==> config.mk <==
export PLATFORM = sky130hd
export DESIGN_NAME = mgr_config_bank
export DESIGN_NICKNAME = d
export VERILOG_FILES = /design/src/include/mgr_pkg.sv /design/src/rtl/mgr_config_bank.sv
export SDC_FILE = /design/constraint.sdc
export NUM_CORES = 1
export LEC_CHECK = 0
export ABC_AREA = 1
export BUFFER_PORTS_ARGS = -buffer_cell sky130_fd_sc_hd__buf_2
export CAP_MARGIN = 20
export CORE_MARGIN = 4
export CORE_UTILIZATION = 60
export DETAILED_ROUTE_END_ITERATION = 6
export GPL_TIMING_DRIVEN = 0
export PLACE_DENSITY = 0.82
export REMOVE_ABC_BUFFERS = 1
export SYNTH_ARGS = -nofsm -noshare
export SYNTH_HDL_FRONTEND = slang
export SYNTH_SLANG_ARGS = --single-unit
==> constraint.sdc <==
create_clock -name clk -period 3.28 [get_ports clk]
set_input_delay 0.164 -clock clk [delete_from_list [all_inputs] [get_ports clk]]
set_output_delay 0.164 -clock clk [all_outputs]
set_load 0.01 [all_outputs]
==> src/include/mgr_pkg.sv <==
// shared constants and types for the general and input-range configuration bank
package mgr_pkg;

    // register bus widths, channel count and dac count
    localparam int ADDR_W = 8;
    localparam int DATA_W = 16;
    localparam int NUM_CH = 8;
    localparam int NUM_DAC = 4;

    // register offsets within the configuration bank
    localparam logic [7:0] ADDR_PIN_FUNC = 8'h02;
    localparam logic [7:0] ADDR_GENERAL  = 8'h08;
    localparam logic [7:0] ADDR_RANGE_A  = 8'h10;
    localparam logic [7:0] ADDR_RANGE_B  = 8'h11;
    localparam logic [7:0] ADDR_SAMPLING = 8'h12;
    localparam logic [7:0] ADDR_SHDN_A   = 8'h30;
    localparam logic [7:0] ADDR_SHDN_B   = 8'h31;

    // every register in the bank powers up as all zeros
    localparam logic [15:0] REG_RESET = 16'h0000;

    // general_config field positions
    localparam int GEN_REF_BIT    = 8;
    localparam int GEN_POL_B_BIT  = 5;
    localparam int GEN_POL_A_BIT  = 4;
    localparam int GEN_MODE_HI    = 2;
    localparam int GEN_MODE_LO    = 1;

    // pin function register bit positions (0 = alternate function)
    localparam int PIN_ZERO_BIT = 0;
    localparam int PIN_ONE_BIT  = 1;
    localparam int PIN_TWO_BIT  = 2;
    localparam int PIN_FOUR_BIT = 4;

    // sampling mode register: channel n reference select at bit SAMP_LO + n
    localparam int SAMP_LO = 8;

    // shutdown termination mode
    typedef enum logic [1:0] {
        MGR_TERM_BOTH  = 2'h0,
        MGR_TERM_LARGE = 2'h1,
        MGR_TERM_SMALL = 2'h2,
        MGR_TERM_HIZ   = 2'h3
    } mgr_term_t;

    // register access request
    typedef struct packed {
        logic [ADDR_W-1:0] addr;
        logic [DATA_W-1:0] wdata;
        logic              wr;
        logic              rd;
    } mgr_bus_req_t;

    // dac shutdown control towards the dac output stages
    typedef struct packed {
        logic [NUM_DAC-1:0] off;
        logic               large_res_en;
        logic               small_res_en;
        mgr_term_t          mode;
    } mgr_dac_ctl_t;

    // per-channel range divide code: 0 none, 1 div-by-2, 2 div-by-4
    typedef struct packed {
        logic [NUM_CH-1:0][1:0] div_code;
        logic [NUM_CH-1:0]      ref_agnd;
    } mgr_range_t;

endpackage

==> src/rtl/mgr_config_bank.sv <==
// general and input-range configuration registers with their static control outputs
// Functional notes
// - with both shutdown pins in shutdown function, bits 2:1 pick the disable mode
// - mode 00 both resistors, 01 large only, 10 small only, 11 high impedance
// - bit 5 sets second limit-flag polarity; 0 active low, 1 active high
// - bit 4 sets first limit-flag polarity; 0 active low, 1 active high
// - bit 8 selects reference; 0 internal, 1 external
// - which dacs each shutdown pin acts on comes from the per-pin select registers
// - each range register holds one bit per channel in bits 7:0
// - same channel bit set in both range registers gives divide-by-4
// - channels sampled against the positive supply ignore both range bits
// - both range registers reset to zero, no divide factor after reset
// - sampling bits 15:8 choose reference point; 0 positive supply, 1 ground
// - pin function bit 0 selects alternate function, 1 general-purpose use
// - every register of the bank holds all zeros after reset
`timescale 1ns/1ps

module mgr_config_bank
    import mgr_pkg::*;
(
    input  wire logic         clk,
    input  wire logic         rst_n,
    input  wire mgr_bus_req_t bus_req,
    output logic [15:0]       rd_data,
    input  wire logic         alert_a_raw,
    input  wire logic         alert_b_raw,
    input  wire logic         dac_shutdown_in_a,
    input  wire logic         dac_shutdown_in_b,
    output logic              ref_external,
    output logic              limit_flag_out_a,
    output logic              limit_flag_oe_a,
    output logic              limit_flag_out_b,
    output logic              limit_flag_oe_b,
    output mgr_dac_ctl_t      dac_ctl,
    output mgr_range_t        range_cfg
);

    logic [15:0] pin_func;
    logic [15:0] general_config;
    logic [15:0] input_range_a;
    logic [15:0] input_range_b;
    logic [15:0] sampling_mode;
    logic [15:0] shdn_sel_a;
    logic [15:0] shdn_sel_b;

    // read mux for the register port; unmapped addresses read as zero
    function automatic logic [15:0] reg_read(input logic [7:0] a);
        logic [15:0] v;
        v = REG_RESET;
        case (a)
            ADDR_PIN_FUNC: v = pin_func;
            ADDR_GENERAL:  v = general_config;
            ADDR_RANGE_A:  v = input_range_a;
            ADDR_RANGE_B:  v = input_range_b;
            ADDR_SAMPLING: v = sampling_mode;
            ADDR_SHDN_A:   v = shdn_sel_a;
            ADDR_SHDN_B:   v = shdn_sel_b;
            default:       v = REG_RESET;
        endcase
        return v;
    endfunction

    // divide code for one channel: count of range bits, void when sampled against supply
    function automatic logic [1:0] range_code(input logic a, input logic b,
                                              input logic agnd);
        logic [1:0] c;
        c = {1'b0, a} + {1'b0, b};
        return agnd ? c : 2'h0;
    endfunction

    function automatic logic is_wr(input mgr_bus_req_t r, input logic [7:0] a);
        return r.wr && (r.addr == a);
    endfunction

    // register storage: whole words kept so reserved bits read back as written
    always_ff @(posedge clk) begin
        if (!rst_n) begin
            pin_func       <= REG_RESET;
            general_config <= REG_RESET;
            input_range_a  <= REG_RESET;
            input_range_b  <= REG_RESET;
            sampling_mode  <= REG_RESET;
            shdn_sel_a     <= REG_RESET;
            shdn_sel_b     <= REG_RESET;
        end else begin
            if (is_wr(bus_req, ADDR_PIN_FUNC)) begin
                pin_func <= bus_req.wdata;
            end
            if (is_wr(bus_req, ADDR_GENERAL)) begin
                general_config <= bus_req.wdata;
            end
            if (is_wr(bus_req, ADDR_RANGE_A)) begin
                input_range_a <= bus_req.wdata;
            end
            if (is_wr(bus_req, ADDR_RANGE_B)) begin
                input_range_b <= bus_req.wdata;
            end
            if (is_wr(bus_req, ADDR_SAMPLING)) begin
                sampling_mode <= bus_req.wdata;
            end
            if (is_wr(bus_req, ADDR_SHDN_A)) begin
                shdn_sel_a <= bus_req.wdata;
            end
            if (is_wr(bus_req, ADDR_SHDN_B)) begin
                shdn_sel_b <= bus_req.wdata;
            end
        end
    end

    // read data stands only in the cycle after the strobe, zero otherwise
    always_ff @(posedge clk) begin
        if (!rst_n) begin
            rd_data <= REG_RESET;
        end else if (bus_req.rd) begin
            rd_data <= reg_read(bus_req.addr);
        end else begin
            rd_data <= REG_RESET;
        end
    end

    always_ff @(posedge clk) begin
        if (!rst_n) begin
            ref_external <= 1'b0;
        end else begin
            ref_external <= general_config[GEN_REF_BIT];
        end
    end

    // limit flags: polarity bit 0 drives the pin low while the condition holds
    logic alt_zero;
    logic alt_one;
    assign alt_zero = ~pin_func[PIN_ZERO_BIT];
    assign alt_one  = ~pin_func[PIN_ONE_BIT];

    always_ff @(posedge clk) begin
        if (!rst_n) begin
            limit_flag_out_a <= 1'b0;
            limit_flag_oe_a  <= 1'b0;
            limit_flag_out_b <= 1'b0;
            limit_flag_oe_b  <= 1'b0;
        end else begin
            limit_flag_oe_a  <= alt_zero;
            limit_flag_oe_b  <= alt_one;
            limit_flag_out_a <= alt_zero &
                                ~(alert_a_raw ^ general_config[GEN_POL_A_BIT]);
            limit_flag_out_b <= alt_one &
                                ~(alert_b_raw ^ general_config[GEN_POL_B_BIT]);
        end
    end

    // dac shutdown: mode applies only when both pins serve as shutdown inputs
    logic      alt_two;
    logic      alt_four;
    logic      both_shdn;
    mgr_term_t term_mode;
    assign alt_two   = ~pin_func[PIN_TWO_BIT];
    assign alt_four  = ~pin_func[PIN_FOUR_BIT];
    assign both_shdn = alt_two & alt_four;
    assign term_mode = mgr_term_t'(general_config[GEN_MODE_HI:GEN_MODE_LO]);

    logic [NUM_DAC-1:0] next_off;
    assign next_off = ({NUM_DAC{alt_two & dac_shutdown_in_a}} & shdn_sel_a[NUM_DAC-1:0]) |
                      ({NUM_DAC{alt_four & dac_shutdown_in_b}} & shdn_sel_b[NUM_DAC-1:0]);

    always_ff @(posedge clk) begin
        if (!rst_n) begin
            dac_ctl <= '0;
        end else begin
            dac_ctl.off  <= next_off;
            dac_ctl.mode <= both_shdn ? term_mode : MGR_TERM_BOTH;
            // a non-shutdown pin setup keeps the default termination, never floats
            case (both_shdn ? term_mode : MGR_TERM_BOTH)
                MGR_TERM_BOTH: begin
                    dac_ctl.large_res_en <= 1'b1;
                    dac_ctl.small_res_en <= 1'b1;
                end
                MGR_TERM_LARGE: begin
                    dac_ctl.large_res_en <= 1'b1;
                    dac_ctl.small_res_en <= 1'b0;
                end
                MGR_TERM_SMALL: begin
                    dac_ctl.large_res_en <= 1'b0;
                    dac_ctl.small_res_en <= 1'b1;
                end
                default: begin
                    dac_ctl.large_res_en <= 1'b0;
                    dac_ctl.small_res_en <= 1'b0;
                end
            endcase
        end
    end

    // input range per channel
    always_ff @(posedge clk) begin
        if (!rst_n) begin
            range_cfg <= '0;
        end else begin
            for (int n = 0; n < NUM_CH; n++) begin
                range_cfg.ref_agnd[n] <= sampling_mode[SAMP_LO + n];
                range_cfg.div_code[n] <= range_code(input_range_a[n], input_range_b[n],
                                                    sampling_mode[SAMP_LO + n]);
            end
        end
    end
endmodule

Word level (Yosys, flattened, before mapping)
Cells that the tools add are included.
- register bits after elaboration: 165
- input port bits: 32
- output and inout port bits: 53
- word-level logic and storage cells: 79
- add/sub/neg operators: 8
- equal/unequal tests: 9
- mux-type cells: 3
- bitwise logic cells: 16
- reduce and logical (&&, ||, !) cells: 17
- operators with widths (kind ; count):
    $pmux 16 s7 ; 1
    $eq 8x5->1 const B ; 3
    $reduce_and 2->1 ; 9
    $add 1x1->2 ; 8
    $eq 8x6->1 const B ; 2
    $and 4x4->4 ; 2
    $eq 8x2->1 const B ; 1
    $eq 8x4->1 const B ; 1
    $logic_and 1x1->1 ; 7
    $not 1->1 ; 6
    $pmux 2 s3 ; 1
    $and 1x1->1 ; 5
    $or 4x4->4 ; 1
    $eq 2x1->1 const B ; 1
    $eq 2x2->1 const B ; 1
    $logic_not 2->1 ; 1
    $mux 2 ; 1
    $xor 1x1->1 ; 2

Logic depth before layout (Yosys ltp)
Gate-level depths: netlist of the first run.
- depth in word-level cells: 5
- depth in mapped cells: 9
- depth with buffers taken out: 7

Least setup slack after synthesis of the first run
Ideal clock, no wire load.
- path type: input -> register
- start point: input port bus_req[24] (netlist name)
- end point: register general_config[10]
- library setup time: 0.128 ns
- arrival: 1.055 ns
- data required time: 3.152 ns
- setup slack: 2.097 ns
- stages on the path: 8
- path buffers: 2
- path through: inv_2 nand2_2 nor2_2 buf_4 nand3_1 clkbuf_1 o21ai_0 a21oi_1
- cells in the longest elaborated chain, start to end: 2
- ends and longest elaborated chain (element ; RTL line ; text):
    start: declaration ; mgr_config_bank.sv:23 ; input wire mgr_bus_req_t bus_req,
    $eq 8x4->1 ; mgr_config_bank.sv:72 ; return r.wr && (r.addr == a);
    $logic_and 1x1->1 ; mgr_config_bank.sv:72 ;
    end signal: assignment ; mgr_config_bank.sv:90 ; general_config <= bus_req.wdata;
    end: declaration ; mgr_config_bank.sv:39 ; logic [15:0] general_config;
Every way passes these cells.
A chain may end at the register's enable or synchronous reset.

Worst setup path in the final report of the first run
- start point: input port bus_req[21] (netlist name)
- end point: register sampling_mode[2]
- cells in the longest elaborated chain, start to end: 2
- ends and longest elaborated chain (element ; RTL line ; text):
    $eq 8x5->1 ; mgr_config_bank.sv:72 ;
    $logic_and 1x1->1 ; mgr_config_bank.sv:72 ;
    end signal: assignment ; mgr_config_bank.sv:99 ; sampling_mode <= bus_req.wdata;
    end: declaration ; mgr_config_bank.sv:42 ; logic [15:0] sampling_mode;
Every way passes these cells.

==> impl_summary.log, run 1 <==
[metrics] Worst Max-Slew Pin Slew: 1070 ps
[metrics] Port-buffer cells: 84
[metrics] Critical path buffers and inverters: 3
[metrics] Cells after Synth: 879
[metrics] Slew Viols, Final: 0
[metrics] most frequent cells after synthesis: dfxtp_1 (165), nor2_1 (159), nand3_1 (108), o21ai_0 (108), inv_1 (96)
[metrics] flip-flop and latch count after synthesis: 165
[metrics] kind of critical path: input pin to register
[metrics] maximum clock skew at final layout: 5.873 ps
[metrics] number of antenna violations at the first check in global routing: 0
[metrics] cell types with the largest area share after synthesis: dfxtp_1 (51%), nor2_1 (9.1%), nand3_1 (8.3%)
[metrics] initial standard-cell utilization of the core: 62.51%
[metrics] max frequency: 453.6 MHz
[metrics] syn_area_per_cell: 7.440 µm²
[metrics] placeable core area: 10460 µm²
[metrics] die height: 112.4 µm
[metrics] number of I/O pins: 85
[metrics] Crit path depth: 8
[metrics] TritonCTS clock tree: done
[metrics] number of optimization iterations in the first detailed-route pass: 5
[metrics] post-synthesis async set-or-reset flop share: 0%
[metrics] unrepaired setup endpoints after global routing: no
[metrics] DR vias/cell: 5.487
[metrics] share of the cycle needed by the critical path after routing: 67.21%
[metrics] remaining design rule violation count: 0
[metrics] CP endpoint kind: register
[metrics] vias after detailed routing: 6052
[metrics] cell type with the largest total area after synthesis: dfxtp_1
[metrics] chip width: 112.4 µm
[metrics] number of clock sinks seen by CTS: 165
[metrics] highest net fanout along the worst path: 34
[metrics] Post-Route Utilization: 74.75%
[metrics] count of flip-flops with a built-in enable after synthesis: 0
[metrics] latest clock arrival within the worst-skew pair: 530 ps
[metrics] leakage component of the power: 3.257 nW
[metrics] maximum number of pins on one net before global-route repair: 74
[metrics] post-route minimum period: 2205 ps
[metrics] area enclosed by the die boundary: 12630 µm²
[metrics] clock transition at the registers of the reported paths: 60 ps
[metrics] cts bufs inserted: 17
[metrics] detailed placer's ending HPWL: 9.702 mm
[metrics] deepest level of the CTS H-tree: 4
[metrics] via count of the first global-routing pass: 5651
[metrics] average routed wire per standard cell: 14.92 µm
[metrics] setup slack after layout: 1075 ps
[metrics] remaining number of nets flagged by the antenna check after routing: 0
[metrics] count of cells along the worst hold path: 3
[metrics] Cell Area, Synth: 6540 µm²
[metrics] proportion of layout cells with a drive suffix above 1: 13.86%
[metrics] global route total overflow: 0
[metrics] YS warnings: 0
[metrics] power per cell area: 514.1 nW/µm²
[metrics] global-route wire length before repair: 27.00 mm
[metrics] Sum Neg Setup Slack: 0 ps
[metrics] leading register cell type out of synthesis: dfxtp_1
[metrics] # Max-Cap Violations: 0
[metrics] critical path's top delay family: simple AND/OR/NAND/NOR gates
[metrics] critical path startpoint category: input pin
[metrics] maximum number of buffers from clock root to sink: 2
[metrics] Final Wtd Congestion: 0.8018
[metrics] number of distinct library cells after synthesis: 21
[metrics] maximum cell stage delay along the critical path: 780 ps
[metrics] count of endpoints failing setup in the final report: 0
[metrics] Worst slew margin: 28.58%
[metrics] post-CTS setup buffer count: 0
[metrics] class of the worst hold path: input pin to register
[metrics] worst path required time: 3700 ps
[metrics] number of standard-cell rows in the floorplan: 37
[metrics] number of instances in the placed design: 1053
[metrics] count of inserted antenna diode cells: 0
[metrics] worst vdd ir: 0.3420 mV
[metrics] worst setup slack after placement: 265.9 ps
[metrics] growth of design area from synthesis to finish: 19.59%
[metrics] nets: 998
[metrics] clock root buffer master: clkbuf_8
[metrics] cell with the most instances after synthesis: dfxtp_1
[metrics] final-report hold violation count: 0
[metrics] worst path cell trace: buf_2, inv_1, nand2_2, nor2_4, nand3_1, buf_16, o21ai_0, a21oi_1
[metrics] cell depth of the worst flop-to-flop path: 4
[metrics] critical path's slowest cell: nor2_4
[metrics] Routed Wire Length: 16.45 mm
[metrics] post-synth top area share: 50.51%
[metrics] sequential element share of the synthesized area: 50.51%
[metrics] outcome: finished clean
[metrics] global-route usage over all layers: 26.40%
[metrics] Arr. time, crit path: 2620 ps
[metrics] final standard cell count with taps included and fillers excluded: 1103
[metrics] number of DRC markers in iteration 0: 351
==> cell families after synthesis <==
logic type | Yosys count | synth area share (%)
buffers and inverters | 155 | 9.394
adders and majority gates | 8 | 1.531
DFF | 165 | 50.51
AOI/OAI and AO/OA | 204 | 15.65
and+or+nand+nor | 347 | 22.92
==> power breakdown <==
group | switching [mW] | leakage [nW] | internal [mW]
clock network | 0.730 | 0.266 | 1.10
logic | 0.115 | 1.66 | 0.0610
registers | 0.00287 | 1.33 | 2.01
==> stage by stage <==
step	hold slack [ps]	total power [mW]	cell area, µm²
after global routing	131.7	4.142	7821
after detailed placement	358.1	2.211	7063
after floorplan	257.5	2.124	6312
final	110.9	4.021	7821
after CTS	103.1	4.032	7806
after global placement	357.5	2.202	6903
==> state kept, by name (all words and copies together), names as in the netlist, 8 cells and up <==
register and count:
range_cfg 24, general_config 16, input_range_a 16, input_range_b 16
pin_func 16, rd_data 16, sampling_mode 16, shdn_sel_a 16
shdn_sel_b 16, dac_ctl 8
==> layout by cell type (no fill, tap or decap), drive strengths merged <==
| master | Yosys | routed |
|---|---|---|
| buf | 25 | 91 |
| clkbuf | 27 | 22 |
| o21ai | 114 | 114 |
| a31oi | 2 | 2 |
| nor4 | 2 | 2 |
| bufinv | 0 | 2 |
| clkinv | 1 | 5 |
| nand2 | 69 | 69 |
| nand3 | 111 | 111 |
| inv | 102 | 102 |
| dfxtp | 165 | 165 |
| nor2 | 165 | 165 |
| ha | 8 | 8 |
| dlygate4sd3 | 0 | 21 |
| a21oi | 88 | 88 |
==> what timing repair did <==
action | in CTS | in global routing
hold buffers | 21 | 0
hold endpoints to repair | 76 | 0
gates resized for setup | 0 | 0
==> worst min-delay path: stages <==
cell and delay, ps:
buf_4 250, o21ai_0 130, a21oi_1 40
==> metal layers <==
metal	up-vias	GRT usage [%]	share of wire (%)	wire (µm)
met5	-	0	0	0
met4	0	12.10	2.3	378
met3	36	5.121	8.1	1332
met2	255	44.14	49	8086
met1	2768	33.03	40	6655
li1	2993	-	-	-
==> worst paths after layout <==
check	startpoint	endpoint	slack [ps]
worst min register to register	general_config[8]	ref_external	430
worst max-delay path	bus_req[21]	sampling_mode[2]	1080
worst max register to register	pin_func[2]	dac_ctl[7]	1870
worst min-delay path	rst_n	input_range_b[15]	110
==> cell type report <==
| class | count | area [µm²] |
|---|---|---|
| Timing Repair Buffer | 112 | 800.8 |
| Tap cell | 136 | 170.2 |
| Clock buffer | 22 | 452.9 |
| Inverter | 103 | 386.6 |
| Fill cell | 834 | 2641 |
| Clock inverter | 6 | 80.08 |
| Multi-Input combinational cell | 559 | 2628 |
| Sequential cell | 165 | 3303 |
Note: power is estimated with default switching activity, not from simulation.
==> inputs of run 2 (changes only) <==
Settings changed: CORE_UTILIZATION 60 to 52, PLACE_DENSITY 0.82 to 0.76.
Clock period 3.28 ns to 2 ns, I/O delays scaled along.
==> run 2 against run 1 <==
  * Sequential power increased by 64%
  * Critical path depth did not move
  * Clock-buffer cell count is 3 higher
  * Non-clock buffer count decreased by 17
  * Worst setup slack lost 910 ps
  * Clock skew grew 3.2 ps
  * Global-route usage is 3.3 points lower
  * Core utilization is 11 points lower
  * Largest cell class unchanged
  * Largest power group is now the clock network
  * Highest routed layer is now met5
==> impl_summary.log, run 2 (synthesis results as in run 1) <==
[metrics] remaining number of nets flagged by the antenna check after routing: 0
[metrics] via count of the first global-routing pass: 5382
[metrics] Worst slew margin: 29.16%
[metrics] Arr. time, crit path: 2200 ps
[metrics] # fillers: 1090
[metrics] growth of design area from synthesis to finish: 19.27%
[metrics] max frequency: 544.8 MHz
[metrics] deepest level of the CTS H-tree: 4
[metrics] Largest Register: range_cfg
[metrics] die height: 120.1 µm
[metrics] placeable core area: 12160 µm²
[metrics] Final Wtd Congestion: 0.7910
[metrics] average routed wire per standard cell: 14.44 µm
[metrics] number of optimization iterations in the first detailed-route pass: 5
[metrics] leakage component of the power: 3.198 nW
[metrics] vias after detailed routing: 5774
[metrics] Pwr Total: 6.917 mW
[metrics] number of I/O pins: 85
[metrics] number of clock sinks seen by CTS: 165
[metrics] clock transition at the registers of the reported paths: 60 ps
[metrics] power per cell area: 886.8 nW/µm²
[metrics] number of antenna violations at the first check in global routing: 1
[metrics] unrepaired setup endpoints after global routing: yes
[metrics] initial standard-cell utilization of the core: 53.78%
[metrics] global-route usage over all layers: 23.15%
[metrics] class of the worst hold path: input pin to register
[metrics] count of cells along the worst hold path: 3
[metrics] post-route minimum period: 1836 ps
[metrics] Hold Path End: pin_func[0]
[metrics] CP endpoint kind: register
[metrics] critical path's slowest cell: nor2_4
[metrics] proportion of layout cells with a drive suffix above 1: 14.57%
[metrics] Sequential Area: 3303 µm²
[metrics] Slew Viols, Final: 0
[metrics] maximum number of buffers from clock root to sink: 2
[metrics] maximum number of pins on one net before global-route repair: 77
[metrics] most frequent cells in the layout: dfxtp_1 (165), nor2_1 (159), o21ai_0 (108), nand3_1 (105), inv_1 (96)
[metrics] commonest non-fill, non-tap cell in the layout: dfxtp_1
[metrics] worst setup slack after placement: -872.5 ps
[metrics] cell depth of the worst flop-to-flop path: 4
[metrics] Port-buffer cells: 84
[metrics] worst vdd ir: 0.5395 mV
[metrics] count of inserted antenna diode cells: 0
[metrics] worst r2r src: pin_func[2]
[metrics] count of endpoints failing setup in the final report: 0
[metrics] Routed Wire Length: 16.20 mm
[metrics] Largest register FFs: 24
[metrics] maximum clock skew at final layout: 9.107 ps
[metrics] critical path startpoint category: input pin
[metrics] detailed placer's ending HPWL: 9.599 mm
[metrics] outcome: finished clean
[metrics] setup slack after layout: 164.4 ps
[metrics] worst path cell trace: buf_2, inv_1, nand2_2, nor2_4, nand3_4, inv_2, nor2_1, nor2_1
[metrics] Sum Neg Setup Slack: 0 ps
[metrics] number of DRC markers in iteration 0: 474
[metrics] clock root buffer master: clkbuf_16
[metrics] DR vias/cell: 5.146
[metrics] worst min-delay path startpoint: bus_req[2]
[metrics] setup slack of the most critical reg-to-reg path: 620 ps
[metrics] FF-to-FF End: dac_ctl[6]
[metrics] # Max-Cap Violations: 0
[metrics] Fin Hold WS: 5.047 ps
[metrics] crit-path most repeated cell: nor2_1
[metrics] global route total overflow: 0
[metrics] worst path required time: 2370 ps
[metrics] area taken by multi-input logic gates: 2693 µm²
[metrics] Worst Max-Slew Pin Slew: 1060 ps
[metrics] share of the cycle needed by the critical path after routing: 91.78%
[metrics] cts bufs inserted: 17
[metrics] latest clock arrival within the worst-skew pair: 430 ps
[metrics] final-report hold violation count: 0
[metrics] chip width: 120.1 µm
[metrics] nets: 981
[metrics] highest net fanout along the worst path: 34
[metrics] kind of critical path: input pin to register
[metrics] number of standard-cell rows in the floorplan: 40
[metrics] global-route wire length before repair: 26.58 mm
[metrics] maximum cell stage delay along the critical path: 840 ps
[metrics] area enclosed by the die boundary: 14430 µm²
[metrics] TritonCTS clock tree: done
[metrics] remaining design rule violation count: 0
## run 2: changes by cell type in the layout (fill, tap and decap cells not counted), sizes merged
cell,previous run,this run
bufinv,2,3
dlygate4sd3,21,5
clkbuf,22,25
clkinv,5,3
buf,91,90
clkinvlp,0,2
## run 2: timing repair
item | in CTS | in global routing
hold buffers | 5 | 0
resized for setup | 7 | 3
hold endpoints to repair | 6 | 0
setup buffers | 0 | 0
pin swaps | 1 | 2
setup endpoints to repair | 85 | 43
## run 2: critical path: cells and delay by family
family | cells | cell delay (ps)
buffers and inverters | 3 | 530
and+or+nand+nor | 5 | 1540
## run 2: cell type report
class	instances	share of cell area, %
clock inverter	7	1.524
inverter	103	4.957
clock buffer	25	6.352
tap	168	2.695
timing repair buffer	95	7.603
multi-input combinational	559	34.52
sequential	165	42.35
## run 2: report_power, final
| group | leakage [nW] | total, mW | internal, mW | switching (mW) |
|---|---|---|---|---|
| registers | 1.33 | 3.30 | 3.30 | 0.00437 |
| clock network | 0.294 | 3.35 | 2.10 | 1.25 |
| logic | 1.57 | 0.263 | 0.0780 | 0.185 |
## run 2: how the worst max path moves through the flow
stage,start,to,slack [ps],cells past startpoint
finish,bus_req[21],pin_func[13],160,8
global route,bus_req[21],pin_func[13],-20,8
CTS,bus_req[21],sampling_mode[15],-10,8
detailed placement,bus_req[21],shdn_sel_b[8],-870,7
global placement,bus_req[21],input_range_b[4],-1670,7
floorplan,bus_req[24],shdn_sel_b[0],-180,6
## run 2: layer usage
layer  GRT usage (%)  vias to the layer above  share of wire (%)
met5               0                        -              0.043
met4           7.731                        2                1.1
met3           5.467                       16                6.5
li1                -                     2981                  -
met2           38.88                      170                 49
met1           29.26                     2605                 44
## run 2: through the flow
stage / instance area (µm²) / instances / utilization, %
global placement: 6943 / 1079 / 57.09
finish: 7800 / 1122 / 64.14
CTS: 7777 / 1122 / 63.95
floorplan: 6312 / 827 / -
global route: 7800 / 1122 / 64.14
detailed placement: 7071 / 1085 / 58.14
